$ cat config.mk
export PLATFORM = sky130hd
export DESIGN_NAME = fcc_controller
export DESIGN_NICKNAME = d
export VERILOG_FILES = /design/src/rtl/fcc_controller.v
export VERILOG_INCLUDE_DIRS = /design/src /design/src/rtl
export SDC_FILE = /design/constraint.sdc
export NUM_CORES = 1
export LEC_CHECK = 0
export BUFFER_PORTS_ARGS = -buffer_cell sky130_fd_sc_hd__buf_4
export CAP_MARGIN = 10
export CORE_MARGIN = 2
export CORE_UTILIZATION = 40
export CTS_CLUSTER_DIAMETER = 60
export DETAILED_ROUTE_END_ITERATION = 10
export MAX_ROUTING_LAYER = met4
export PLACE_DENSITY_LB_ADDON = 0.2
export REMOVE_ABC_BUFFERS = 1
export SYNTH_ARGS = -nofsm -noshare
export SYNTH_HDL_FRONTEND = slang
export SYNTH_HIERARCHICAL = 1
export SYNTH_SLANG_ARGS = --single-unit
$ cat constraint.sdc
create_clock -name clk -period 3.1 [get_ports clk]
set_clock_uncertainty 0.15 [all_clocks]
set_input_delay 0.31 -clock clk [delete_from_list [all_inputs] [get_ports clk]]
set_output_delay 0.31 -clock clk [all_outputs]
set_load 0.01 [all_outputs]
$ cat src/rtl/fcc_defines.vh
// Constants for the far-end alarm and control code controller
`ifndef FCC_DEFINES_VH
`define FCC_DEFINES_VH

// ----------------------------------------------------------------------
// Code and codeword layout
// ----------------------------------------------------------------------
`define FCC_CODE_W        6
`define FCC_CW_LEN        16
`define FCC_CW_LAST       4'hf
`define FCC_CW_ZERO_A     4'h0
`define FCC_CW_ZERO_B     4'h7
`define FCC_CW_ONES_FROM  4'h8

// ----------------------------------------------------------------------
// Transmit modes and repeat count
// ----------------------------------------------------------------------
`define FCC_MODE_IDLE     2'h0
`define FCC_MODE_SINGLE   2'h1
`define FCC_MODE_DUAL     2'h2
`define FCC_MODE_CONT     2'h3
`define FCC_TX_REPEAT_LAST 4'h9

// ----------------------------------------------------------------------
// Receive validation counts
// ----------------------------------------------------------------------
`define FCC_DET_COUNT     2'h3
`define FCC_DIFF_COUNT    2'h2
`define FCC_IDLE_ONES     5'h10

// ----------------------------------------------------------------------
// Receive FIFO
// ----------------------------------------------------------------------
`define FCC_FIFO_DEPTH    4
`define FCC_FIFO_AW       2

`endif
$ cat src/rtl/fcc_controller.v
// Code controller top with its receive code FIFO
//
// Summary of operation
// Codes go LSB first on the wire; first bit sits in bit 0, last in bit 5.
// Primary and secondary transmit codes; bit 0 serialized first, bit 5 last.
// Four transmit modes; idle mode sends constant all ones.
// Single mode sends the primary codeword ten times, then all ones.
// Dual mode sends primary ten times, secondary ten times, then all ones.
// Continuous mode repeats primary until software picks another mode.
// Codeword is zero, six code bits, zero, eight ones; both directions.
// Receiver hunts every bit position for a codeword; checks code after lock.
// Same code in three clean codewords sets detected and stores it in FIFO.
// Detected clears on two consecutive differing codewords or on idle.
// Idle declared after sixteen ones; ends when detected sets.
// FIFO holds four codes, tracks fill level, shows empty to processor.
// Validated code arriving while FIFO full is dropped; overflow declared.
// Reading an empty FIFO changes nothing.
// FIFO usable from either side while the other side's clock is stopped; both sides run on clk, so only reads work with the line clock stopped.
// Reading a non-empty FIFO returns oldest code and lowers level by one.

`include "fcc_defines.vh"

// ----------------------------------------------------------------------
// Receive code FIFO
// ----------------------------------------------------------------------
module fcc_fifo #(
  parameter WIDTH = `FCC_CODE_W,
  parameter DEPTH = `FCC_FIFO_DEPTH,
  parameter AW    = `FCC_FIFO_AW
) (
  input  wire             clk,
  input  wire             arst_n,
  input  wire             in_valid,
  output wire             in_ready,
  input  wire [WIDTH-1:0] in_data,
  output wire             out_valid,
  input  wire             out_ready,
  output wire [WIDTH-1:0] out_data,
  output reg  [AW:0]      level
);

  reg [WIDTH-1:0] mem [0:DEPTH-1];
  reg [AW-1:0]    wr_ptr;
  reg [AW-1:0]    rd_ptr;
  wire            do_wr;
  wire            do_rd;

  assign in_ready  = (level != DEPTH[AW:0]);
  assign out_valid = (level != {(AW+1){1'b0}});
  assign out_data  = mem[rd_ptr];
  assign do_wr     = in_valid & in_ready;
  // Empty reads fall out here, leaving pointers and level alone
  assign do_rd     = out_ready & out_valid;

  genvar gi;
  generate
    for (gi = 0; gi < DEPTH; gi = gi + 1) begin : g_mem
      always @(posedge clk or negedge arst_n) begin
        if (!arst_n) begin
          mem[gi] <= {WIDTH{1'b0}};
        end else if (do_wr && (wr_ptr == gi[AW-1:0])) begin
          mem[gi] <= in_data;
        end
      end
    end
  endgenerate

  always @(posedge clk or negedge arst_n) begin
    if (!arst_n) begin
      wr_ptr <= {AW{1'b0}};
      rd_ptr <= {AW{1'b0}};
      level  <= {(AW+1){1'b0}};
    end else begin
      if (do_wr) begin
        wr_ptr <= wr_ptr + 1'b1;
      end
      if (do_rd) begin
        rd_ptr <= rd_ptr + 1'b1;
      end
      if (do_wr && !do_rd) begin
        level <= level + 1'b1;
      end else if (do_rd && !do_wr) begin
        level <= level - 1'b1;
      end
    end
  end

endmodule

// ----------------------------------------------------------------------
// Controller top
// ----------------------------------------------------------------------
module fcc_controller (
  input  wire                   clk,
  input  wire                   arst_n,
  input  wire                   line_clk,
  input  wire                   line_rx_data,
  output reg                    line_tx_data,
  input  wire [1:0]             tx_mode,
  input  wire [`FCC_CODE_W-1:0] tx_primary_code,
  input  wire [`FCC_CODE_W-1:0] tx_secondary_code,
  output wire                   tx_active,
  output reg                    rx_code_detected,
  output reg                    rx_idle,
  output reg                    rx_locked,
  output wire                   rx_fifo_empty,
  output wire [`FCC_FIFO_AW:0]  rx_fifo_level,
  output wire [`FCC_CODE_W-1:0] rx_code_fifo_out,
  input  wire                   rx_fifo_read,
  output reg                    rx_fifo_overflow,
  input  wire                   rx_overflow_clear
);

  localparam ST_ONES = 2'h0;
  localparam ST_PRI  = 2'h1;
  localparam ST_SEC  = 2'h2;

  // --------------------------------------------------------------------
  // Line clock and data sampling
  // --------------------------------------------------------------------
  // The line clock is slow against clk, so one system clock samples both
  // sides; the FIFO never depends on line edges to be read, only to be written.
  reg  lclk_s1;
  reg  lclk_s2;
  reg  lclk_s3;
  reg  lclk_level;
  reg  ldat_s1;
  reg  ldat_s2;
  reg  ldat_s3;
  wire line_rise;

  always @(posedge clk or negedge arst_n) begin
    if (!arst_n) begin
      lclk_s1    <= 1'b0;
      lclk_s2    <= 1'b0;
      lclk_s3    <= 1'b0;
      lclk_level <= 1'b0;
      ldat_s1    <= 1'b1;
      ldat_s2    <= 1'b1;
      ldat_s3    <= 1'b1;
    end else begin
      lclk_s1 <= line_clk;
      lclk_s2 <= lclk_s1;
      lclk_s3 <= lclk_s2;
      ldat_s1 <= line_rx_data;
      ldat_s2 <= ldat_s1;
      ldat_s3 <= ldat_s2;
      if (lclk_s2 == lclk_s3) begin
        lclk_level <= lclk_s3;
      end
    end
  end

  assign line_rise = (lclk_s2 == lclk_s3) & lclk_s3 & ~lclk_level;

  // --------------------------------------------------------------------
  // Transmit codeword generator
  // --------------------------------------------------------------------
  reg  [1:0]             tx_state;
  reg  [3:0]             tx_bit;
  reg  [3:0]             tx_rep;
  reg  [1:0]             mode_q;
  reg  [`FCC_CODE_W-1:0] tx_code;
  reg                    cw_bit;
  wire                   mode_chg;

  assign mode_chg  = (tx_mode != mode_q);
  assign tx_active = (tx_state != ST_ONES);

  always @* begin
    tx_code = (tx_state == ST_SEC) ? tx_secondary_code : tx_primary_code;
    if (tx_bit == `FCC_CW_ZERO_A || tx_bit == `FCC_CW_ZERO_B) begin
      cw_bit = 1'b0;
    end else if (tx_bit >= `FCC_CW_ONES_FROM) begin
      cw_bit = 1'b1;
    end else begin
      // Register bit 0 leaves first, right after the leading zero
      cw_bit = tx_code[tx_bit[2:0] - 3'h1];
    end
  end

  always @(posedge clk or negedge arst_n) begin
    if (!arst_n) begin
      tx_state     <= ST_ONES;
      tx_bit       <= 4'h0;
      tx_rep       <= 4'h0;
      mode_q       <= `FCC_MODE_IDLE;
      line_tx_data <= 1'b1;
    end else begin
      mode_q <= tx_mode;
      if (mode_chg) begin
        // A new mode restarts the codeword at once, cutting off the one in progress
        tx_bit   <= 4'h0;
        tx_rep   <= 4'h0;
        tx_state <= (tx_mode == `FCC_MODE_IDLE) ? ST_ONES : ST_PRI;
      end else if (line_rise) begin
        line_tx_data <= (tx_state == ST_ONES) ? 1'b1 : cw_bit;
        tx_bit       <= tx_bit + 4'h1;
        if (tx_bit == `FCC_CW_LAST && tx_state != ST_ONES) begin
          if (mode_q == `FCC_MODE_CONT) begin
            tx_rep <= 4'h0;
          end else if (tx_rep == `FCC_TX_REPEAT_LAST) begin
            tx_rep <= 4'h0;
            if (tx_state == ST_PRI && mode_q == `FCC_MODE_DUAL) begin
              tx_state <= ST_SEC;
            end else begin
              tx_state <= ST_ONES;
            end
          end else begin
            tx_rep <= tx_rep + 4'h1;
          end
        end
      end
    end
  end

  // --------------------------------------------------------------------
  // Receive codeword alignment
  // --------------------------------------------------------------------
  reg  [15:0]            rx_sh;
  reg  [15:0]            next_sh;
  reg  [3:0]             rx_bit;
  reg  [4:0]             ones_cnt;
  reg                    cw_good;
  reg                    eval;
  reg  [`FCC_CODE_W-1:0] new_code;

  always @* begin
    next_sh  = {rx_sh[14:0], ldat_s3};
    cw_good  = ~next_sh[15] & ~next_sh[8] & (&next_sh[7:0]);
    // Oldest code bit lands in bit 0
    new_code = {next_sh[9], next_sh[10], next_sh[11],
                next_sh[12], next_sh[13], next_sh[14]};
    // Hunt at every bit until locked, then only at each boundary
    eval     = line_rise & (rx_locked ? (rx_bit == `FCC_CW_LAST) : cw_good);
  end

  // --------------------------------------------------------------------
  // Receive validation and idle detection
  // --------------------------------------------------------------------
  reg  [`FCC_CODE_W-1:0] cand_code;
  reg  [`FCC_CODE_W-1:0] det_code;
  reg  [1:0]             rpt_cnt;
  reg  [1:0]             diff_cnt;
  reg                    push;
  reg  [`FCC_CODE_W-1:0] push_code;
  reg  [1:0]             next_rpt;
  wire                   fifo_in_ready;
  wire                   idle_hit;

  assign idle_hit = line_rise & ldat_s3 & (ones_cnt == `FCC_IDLE_ONES - 5'h1);

  always @* begin
    if (cw_good && cand_code == new_code && rpt_cnt != `FCC_DET_COUNT) begin
      next_rpt = rpt_cnt + 2'h1;
    end else if (cw_good && cand_code == new_code) begin
      next_rpt = rpt_cnt;
    end else if (cw_good) begin
      next_rpt = 2'h1;
    end else begin
      next_rpt = 2'h0;
    end
  end

  always @(posedge clk or negedge arst_n) begin
    if (!arst_n) begin
      rx_sh            <= 16'hffff;
      rx_bit           <= 4'h0;
      rx_locked        <= 1'b0;
      ones_cnt         <= 5'h00;
      rx_idle          <= 1'b0;
      rx_code_detected <= 1'b0;
      cand_code        <= 6'h00;
      det_code         <= 6'h00;
      rpt_cnt          <= 2'h0;
      diff_cnt         <= 2'h0;
      push             <= 1'b0;
      push_code        <= 6'h00;
    end else begin
      push <= 1'b0;
      if (line_rise) begin
        rx_sh  <= next_sh;
        rx_bit <= eval ? 4'h0 : rx_bit + 4'h1;
        if (!ldat_s3) begin
          ones_cnt <= 5'h00;
        end else if (ones_cnt != `FCC_IDLE_ONES) begin
          ones_cnt <= ones_cnt + 5'h01;
        end
      end
      if (eval) begin
        rx_locked <= cw_good;
        rpt_cnt   <= next_rpt;
        if (cw_good) begin
          cand_code <= new_code;
        end
        if (rx_code_detected && cw_good && new_code == det_code) begin
          diff_cnt <= 2'h0;
        end else if (rx_code_detected) begin
          // Errored codewords count as differing too
          diff_cnt <= diff_cnt + 2'h1;
        end
      end
      if (idle_hit) begin
        rx_idle          <= 1'b1;
        rx_code_detected <= 1'b0;
        diff_cnt         <= 2'h0;
      end else if (eval && next_rpt == `FCC_DET_COUNT &&
                   !(rx_code_detected && det_code == new_code)) begin
        rx_code_detected <= 1'b1;
        rx_idle          <= 1'b0;
        det_code         <= new_code;
        diff_cnt         <= 2'h0;
        push             <= 1'b1;
        push_code        <= new_code;
      end else if (eval && rx_code_detected &&
                   !(cw_good && new_code == det_code) &&
                   diff_cnt == `FCC_DIFF_COUNT - 2'h1) begin
        rx_code_detected <= 1'b0;
        diff_cnt         <= 2'h0;
      end
    end
  end

  // --------------------------------------------------------------------
  // Receive FIFO and overflow flag
  // --------------------------------------------------------------------
  // Both sides sit on clk, so a stopped line clock never blocks reads
  fcc_fifo #(
    .WIDTH (`FCC_CODE_W),
    .DEPTH (`FCC_FIFO_DEPTH),
    .AW    (`FCC_FIFO_AW)
  ) u_fifo (
    .clk       (clk),
    .arst_n    (arst_n),
    .in_valid  (push),
    .in_ready  (fifo_in_ready),
    .in_data   (push_code),
    .out_valid (),
    .out_ready (rx_fifo_read),
    .out_data  (rx_code_fifo_out),
    .level     (rx_fifo_level)
  );

  assign rx_fifo_empty = (rx_fifo_level == {(`FCC_FIFO_AW+1){1'b0}});

  // A set in the clearing cycle wins so no overflow goes unseen
  always @(posedge clk or negedge arst_n) begin
    if (!arst_n) begin
      rx_fifo_overflow <= 1'b0;
    end else if (push && !fifo_in_ready) begin
      rx_fifo_overflow <= 1'b1;
    end else if (rx_overflow_clear) begin
      rx_fifo_overflow <= 1'b0;
    end
  end

endmodule

==> flow_metrics.py, run 1 <==
metrics = {
    "status": {
        "outcome": "complete, no violations",
    },
    "clocking": {
        "post_cts_buffers": 0,
        "clk_transition_reported_paths_ps": 60,
        "cts_tree": "yes",
        "clock-sinks": 96,
        "cts_made_buffers": 9,
        "insertion_delay_ps": 330,
        "holdBufCountCts": 6,
        "post_cts_resized": 0,
        "clockBufferDepth": 2,
        "root_buffer": "clkbuf_16",
        "h-tree-depth": 3,
    },
    "placed_design": {
        "io_buffers": 35,
        "globalplace.congestion": 0.813,
        "post-dp-hpwl_microns": 6020,
    },
    "power_and_ir_drop": {
        "p_int_w": 0.00223,
        "p_clk_share_pct": 40.2,
        "p_sw_w": 0.000668,
        "vdd_drop_max_mv": 0.294,
        "power.density_nw_per_um2": 535,
        "comb_power_share_pct": 9.3,
        "switching_share_pct": 23.0,
        "pwr-share-seq_pct": 50.5,
        "p_leak_nw": 2.51,
        "power_w": 0.00290,
    },
    "run": {
        "max_cap_viol_count": 0,
    },
    "synth": {
        "synthCells": 399,
        "synth.yosys.seq_area_share_pct": 52.6,
        "synth_edf_count": 0,
        "yosys.area.top_type": "dfrtp_1",
        "synth-seq-cells": 96,
        "synth-main-ff-cell": "dfrtp_1",
        "yosys-top-cells-area": "dfrtp_1 (42%), dfstp_2 (11%), mux2_2 (9.5%)",
        "synth_top_area_share_pct": 41.8,
        "yosys_warnings": 6,
        "synthArstFlopShare_pct": 100,
        "netlist_area_sq_um": 4610,
        "synth_area_per_cell_sq_um": 11.6,
        "synthDistinctLibCells": 52,
    },
    "floorplanning": {
        "row_count": 39,
        "boundaryPins": 36,
        "core_sq_um": 11300,
        "dieArea_sq_um": 12400,
        "die_y_microns": 111,
        "initial_utilization_pct": 40.7,
        "die_w_microns": 111,
    },
    "timing": {
        "finalMaxSlewViolations": 0,
        "min_period_ps": 2600,
        "fin_tns_setup_ps": 0,
        "worst_slew_margin_rel_pct": 53.1,
        "tightest_slew_ps": 700,
        "fmax_mhz": 385,
        "finalHoldViolations": 0,
        "finalSetupViolCount": 0,
        "whs_ps": 125,
        "rsz0062_at_grt": "false",
        "min_period_over_period_pct": 83.9,
    },
    "detailed_routing": {
        "drtPass1Iterations": 4,
        "wire_per_inst_microns": 14.4,
        "drt_iter0_markers": 135,
        "routed_via_density": 5.13,
        "via_count": 3041,
        "drcViolationCount": 0,
        "antenna_left": 0,
        "drt_wl_total_microns": 8560,
    },
    "cells_and_area": {
        "drive_gt1_share_pct": 27.8,
        "nNetsFinal": 482,
        "layout_commonest_cell": "dfrtp_1",
        "mostFrequentLayoutCells": "dfrtp_1 (77), nand2_1 (68), mux2_2 (39), buf_4 (39), nor2_1 (21)",
        "diodes": 0,
        "area_growth_syn_to_layout_pct": 17.4,
    },
    "global_route": {
        "grt_max_degree": 48,
        "grt_overflow": 0,
        "grt_pass1_wl_microns": 15300,
        "grt_util_all_layers_pct": 15.7,
        "first_global_vias": 3169,
        "antenna_found_initial": 0,
    },
    "worst_setup_path": {
        "cp.required_ps": 3170,
        "cp-end-kind": "flop",
        "cp_data_arrival_time_ps": 2670,
        "start_kind": "flop",
        "critPathKind": "flop to flop",
        "path_max_fanout": 10,
    },
    "hold_path": {
        "hold_class": "input port to flop",
    },
}
-- critical path: stages, from the launching register on --
cell and delay [ps]:
dfstp_2 620, nand4b_1 140, or3_4 380, or2_1 280, nor4_4 510, mux2_2 400
-- stage by stage --
step / std cells / utilization (%) / area [sq um] / setup WS [ps]
2_1_floorplan: 389 / - / 4570 / 177
5_1_grt: 593 / 47.8 / 5420 / 390
4_1_cts: 593 / 47.8 / 5420 / 481
3_5_place_dp: 571 / 44.5 / 5040 / 479
3_3_place_gp: 571 / 44.5 / 5040 / 555
6_report: 593 / 47.8 / 5420 / 500
-- registers in the layout (all words and copies together) (netlist names), 3 cells and up --
signal	count
rx_bit	4
ones_cnt	5
tx_bit	4
u_fifo/level	3
u_fifo/mem	24
cand_code	6
tx_rep	4
push_code	6
rx_sh	15
-- kinds of logic (layout without fill, tap and decap cells) --
group / Yosys count / after routing / share of synthesized area (%)
AOI/OAI and AO/OA: 39 / 39 / 5.40
xor gates and xnor gates: 26 / 26 / 4.94
adders and majority gates: 17 / 17 / 4.77
buffers and inverters: 29 / 80 / 2.47
DFF: 96 / 96 / 52.6
muxes: 52 / 52 / 14.8
and+or+nand+nor: 140 / 140 / 15.0
-- synthesized netlist by cell type (2+ instances only) --
cell	number
dfrtp_1	77
nand2_1	68
mux2_2	39
nor2_1	21
dfstp_2	19
inv_1	19
ha_1	16
xor2_1	16
o21ai_0	15
nand3_1	11
xnor2_1	10
mux4_2	9
a21oi_1	7
clkbuf_1	5
nor2b_1	5
nor3_1	4
a22o_1	3
and3_1	3
buf_1	3
mux2i_1	3
nand2b_1	3
nand3b_1	3
nand4_1	3
nand4b_1	3
or4_1	3
a211oi_1	2
nor4_1	2
o2bb2ai_1	2
or2_2	2
-- metal layers --
layer / global-route usage (%) / share of wire [%] / up-vias
met5: - / 0 / -
met4: 6.26 / 1.6 / 0
li1: - / - / 1476
met3: 2.89 / 2.7 / 11
met1: 20.6 / 49 / 1513
met2: 24.2 / 47 / 41
-- final timing paths --
check / cells past startpoint / slack (ps) / start / to
hold reg to reg: 0 / 210 / lclk_s1 / lclk_s2
setup reg to reg: 5 / 500 / ldat_s3 / push_code[0]
max in group asynchronous: 3 / 1630 / arst_n / rx_sh[0]
setup / recovery: 5 / 500 / ldat_s3 / push_code[0]
min in group asynchronous: 2 / 390 / arst_n / cand_code[1]
hold / removal: 3 / 120 / rx_fifo_read / u_fifo/rd_ptr[1]
-- power groups by stage --
stage / combinational, W / sequential (W) / clock [W]
after floorplan: 0.000167 / 0.00147 / 0
after global routing: 0.000316 / 0.00148 / 0.00126
after detailed placement: 0.000269 / 0.00149 / 0
final: 0.000270 / 0.00146 / 0.00116
after global placement: 0.000264 / 0.00148 / 0
after CTS: 0.000277 / 0.00146 / 0.00121
-- layout make-up --
cell class / instances / area (sq um)
fill: 1036 / 5900
sequential: 96 / 2430
multi-input combinational: 274 / 2070
timing repair buffer: 45 / 353
clock buffer: 13 / 250
tap: 143 / 179
inverter: 19 / 71.3
clock inverter: 3 / 65.1
Note: power is estimated with default switching activity, not from simulation.
==> run 2, diff against run 1 <==
==> constraint.sdc (replaced) <==
create_clock -name clk -period 2.35 [get_ports clk]
set_clock_uncertainty 0.15 [all_clocks]
set_input_delay 0.235 -clock clk [delete_from_list [all_inputs] [get_ports clk]]
set_output_delay 0.235 -clock clk [all_outputs]
set_load 0.01 [all_outputs]
==> flow_metrics.py, run 2 (synthesis gave the netlist of run 1 again) <==
metrics = {
    "status": {
        "outcome": "complete, no violations",
    },
    "clocking": {
        "post_cts_buffers": 0,
        "root_buffer": "clkbuf_16",
        "insertion_delay_ps": 340,
        "cts_tree": "yes",
        "clock-sinks": 96,
        "cts_made_buffers": 9,
        "h-tree-depth": 3,
        "clockBufferDepth": 2,
        "clk_transition_reported_paths_ps": 60,
    },
    "worst_setup_path": {
        "r2r-start": "rx_sh[5]",
        "cp-end-kind": "flop",
        "start_kind": "flop",
        "critPathKind": "flop to flop",
        "critPathLaunch": "rx_sh[5]",
        "cp_data_arrival_time_ps": 2410,
        "cp.required_ps": 2420,
        "path_max_fanout": 7,
    },
    "cells_and_area": {
        "nNetsFinal": 509,
        "layout_commonest_cell": "dfrtp_1",
        "largest_register_ffs": 24,
        "area_growth_syn_to_layout_pct": 22.6,
        "drive_gt1_share_pct": 33.5,
        "top_regs": "u_fifo/mem (24), rx_sh (15)",
        "mostFrequentLayoutCells": "dfrtp_1 (76), nand2_1 (68), buf_4 (64)",
        "fill_cells": 1035,
        "diodes": 0,
        "top_register": "u_fifo/mem",
    },
    "floorplanning": {
        "die_w_microns": 111,
        "row_count": 39,
        "core_sq_um": 11300,
        "boundaryPins": 36,
        "dieArea_sq_um": 12400,
        "die_y_microns": 111,
        "initial_utilization_pct": 40.7,
    },
    "timing": {
        "tightest_slew_ps": 542,
        "fmax_mhz": 428,
        "finalHoldViolations": 0,
        "finalSetupViolCount": 0,
        "min_period_ps": 2340,
        "whs_ps": 35.6,
        "min_period_over_period_pct": 99.5,
        "finalMaxSlewViolations": 0,
        "rsz0062_at_grt": "true",
        "setup_ws_ps": 12.0,
        "worst_slew_margin_rel_pct": 63.9,
    },
    "detailed_routing": {
        "antenna_left": 0,
        "drtPass1Iterations": 4,
        "routed_via_density": 4.96,
        "wire_per_inst_microns": 13.9,
        "drt_iter0_markers": 86,
        "drt_wl_total_microns": 8640,
        "drcViolationCount": 0,
        "via_count": 3073,
    },
    "hold_path": {
        "holdCritStartpoint": "rx_fifo_read",
        "hold_class": "input port to flop",
    },
    "global_route": {
        "grt_util_all_layers_pct": 16.1,
        "grt_pass1_wl_microns": 15700,
        "antenna_found_initial": 0,
        "first_global_vias": 3311,
        "grt_max_degree": 41,
        "grt_overflow": 0,
    },
    "power_and_ir_drop": {
        "power.density_nw_per_um2": 675,
        "vdd_drop_max_mv": 0.368,
        "power_w": 0.00381,
        "p_leak_nw": 2.66,
    },
    "placed_design": {
        "globalplace.congestion": 0.751,
        "io_buffers": 35,
        "post-dp-hpwl_microns": 6130,
        "dp_worst_setup_slack_ps": -6.44,
    },
    "run": {
        "max_cap_viol_count": 0,
    },
}
-- run 2: cell types whose count changed in the layout (fill, tap and decap cells not counted), sizes merged --
cell and change:
clkinv +1, buf +27, bufinv -1
-- run 2: worst paths after layout --
check / end / slack (ps) / depth (start not counted)
max in group asynchronous: rx_sh[10] / 1120 / 3
worst min-delay path: u_fifo/rd_ptr[1] / 40 / 3
worst max-delay path: push_code[1] / 10 / 6
min in group asynchronous: ones_cnt[3] / 270 / 2
worst max register to register: push_code[1] / 10 / 6
worst min register to register: ldat_s2 / 210 / 0
-- run 2: worst max-delay path, stage by stage (launching register included) --
cell,delay [ps]
dfstp_2,540
nand4b_1,110
or3_4,410
a311o_1,330
nor4_4,200
buf_12,160
mux2_2,320
-- run 2: area by class of cell --
cell class | count | area, sq um | area share [%]
inverters | 19 | 71.3 | 1.26
multi-input cells | 274 | 2090 | 37.1
flip-flops and latches | 96 | 2430 | 42.9
well taps | 143 | 179 | 3.17
repair buffers | 72 | 581 | 10.3
clock inverters | 3 | 40.0 | 0.708
clock buffers | 13 | 260 | 4.60
-- run 2: layer usage --
metal | global-route usage (%) | share of wire (%) | vias to the layer above
li1 | - | - | 1530
met1 | 21.9 | 50 | 1496
met2 | 23.8 | 46 | 33
met3 | 2.99 | 2.6 | 14
met4 | 7.24 | 2.1 | 0
met5 | - | 0 | -
-- run 2: stage by stage --
step	setup TNS (ps)	util [%]	area, sq um	std cells
2_1_floorplan	-4320	-	4570	389
3_3_place_gp	0	46.5	5270	598
3_5_place_dp	-25.5	46.5	5270	598
4_1_cts	0	49.7	5630	620
5_1_grt	-474	49.9	5650	620
6_report	0	49.9	5650	620
-- run 2: timing repair --
| action | CTS | global route |
|---|---|---|
| hold buffers | 6 | 0 |
| setup endpoints to repair | 6 | 11 |
| endpoints found under the hold margin | 36 | 0 |
| resized for setup | 1 | 7 |
| gates cloned | 0 | 0 |
| pin swaps | 1 | 0 |
-- run 2: where the power goes --
part / switching (W) / internal, W
combinational: 0.000216 / 0.000202
sequential: 0.000102 / 0.00182
clock: 0.000593 / 0.000880
total: 0.000911 / 0.00290
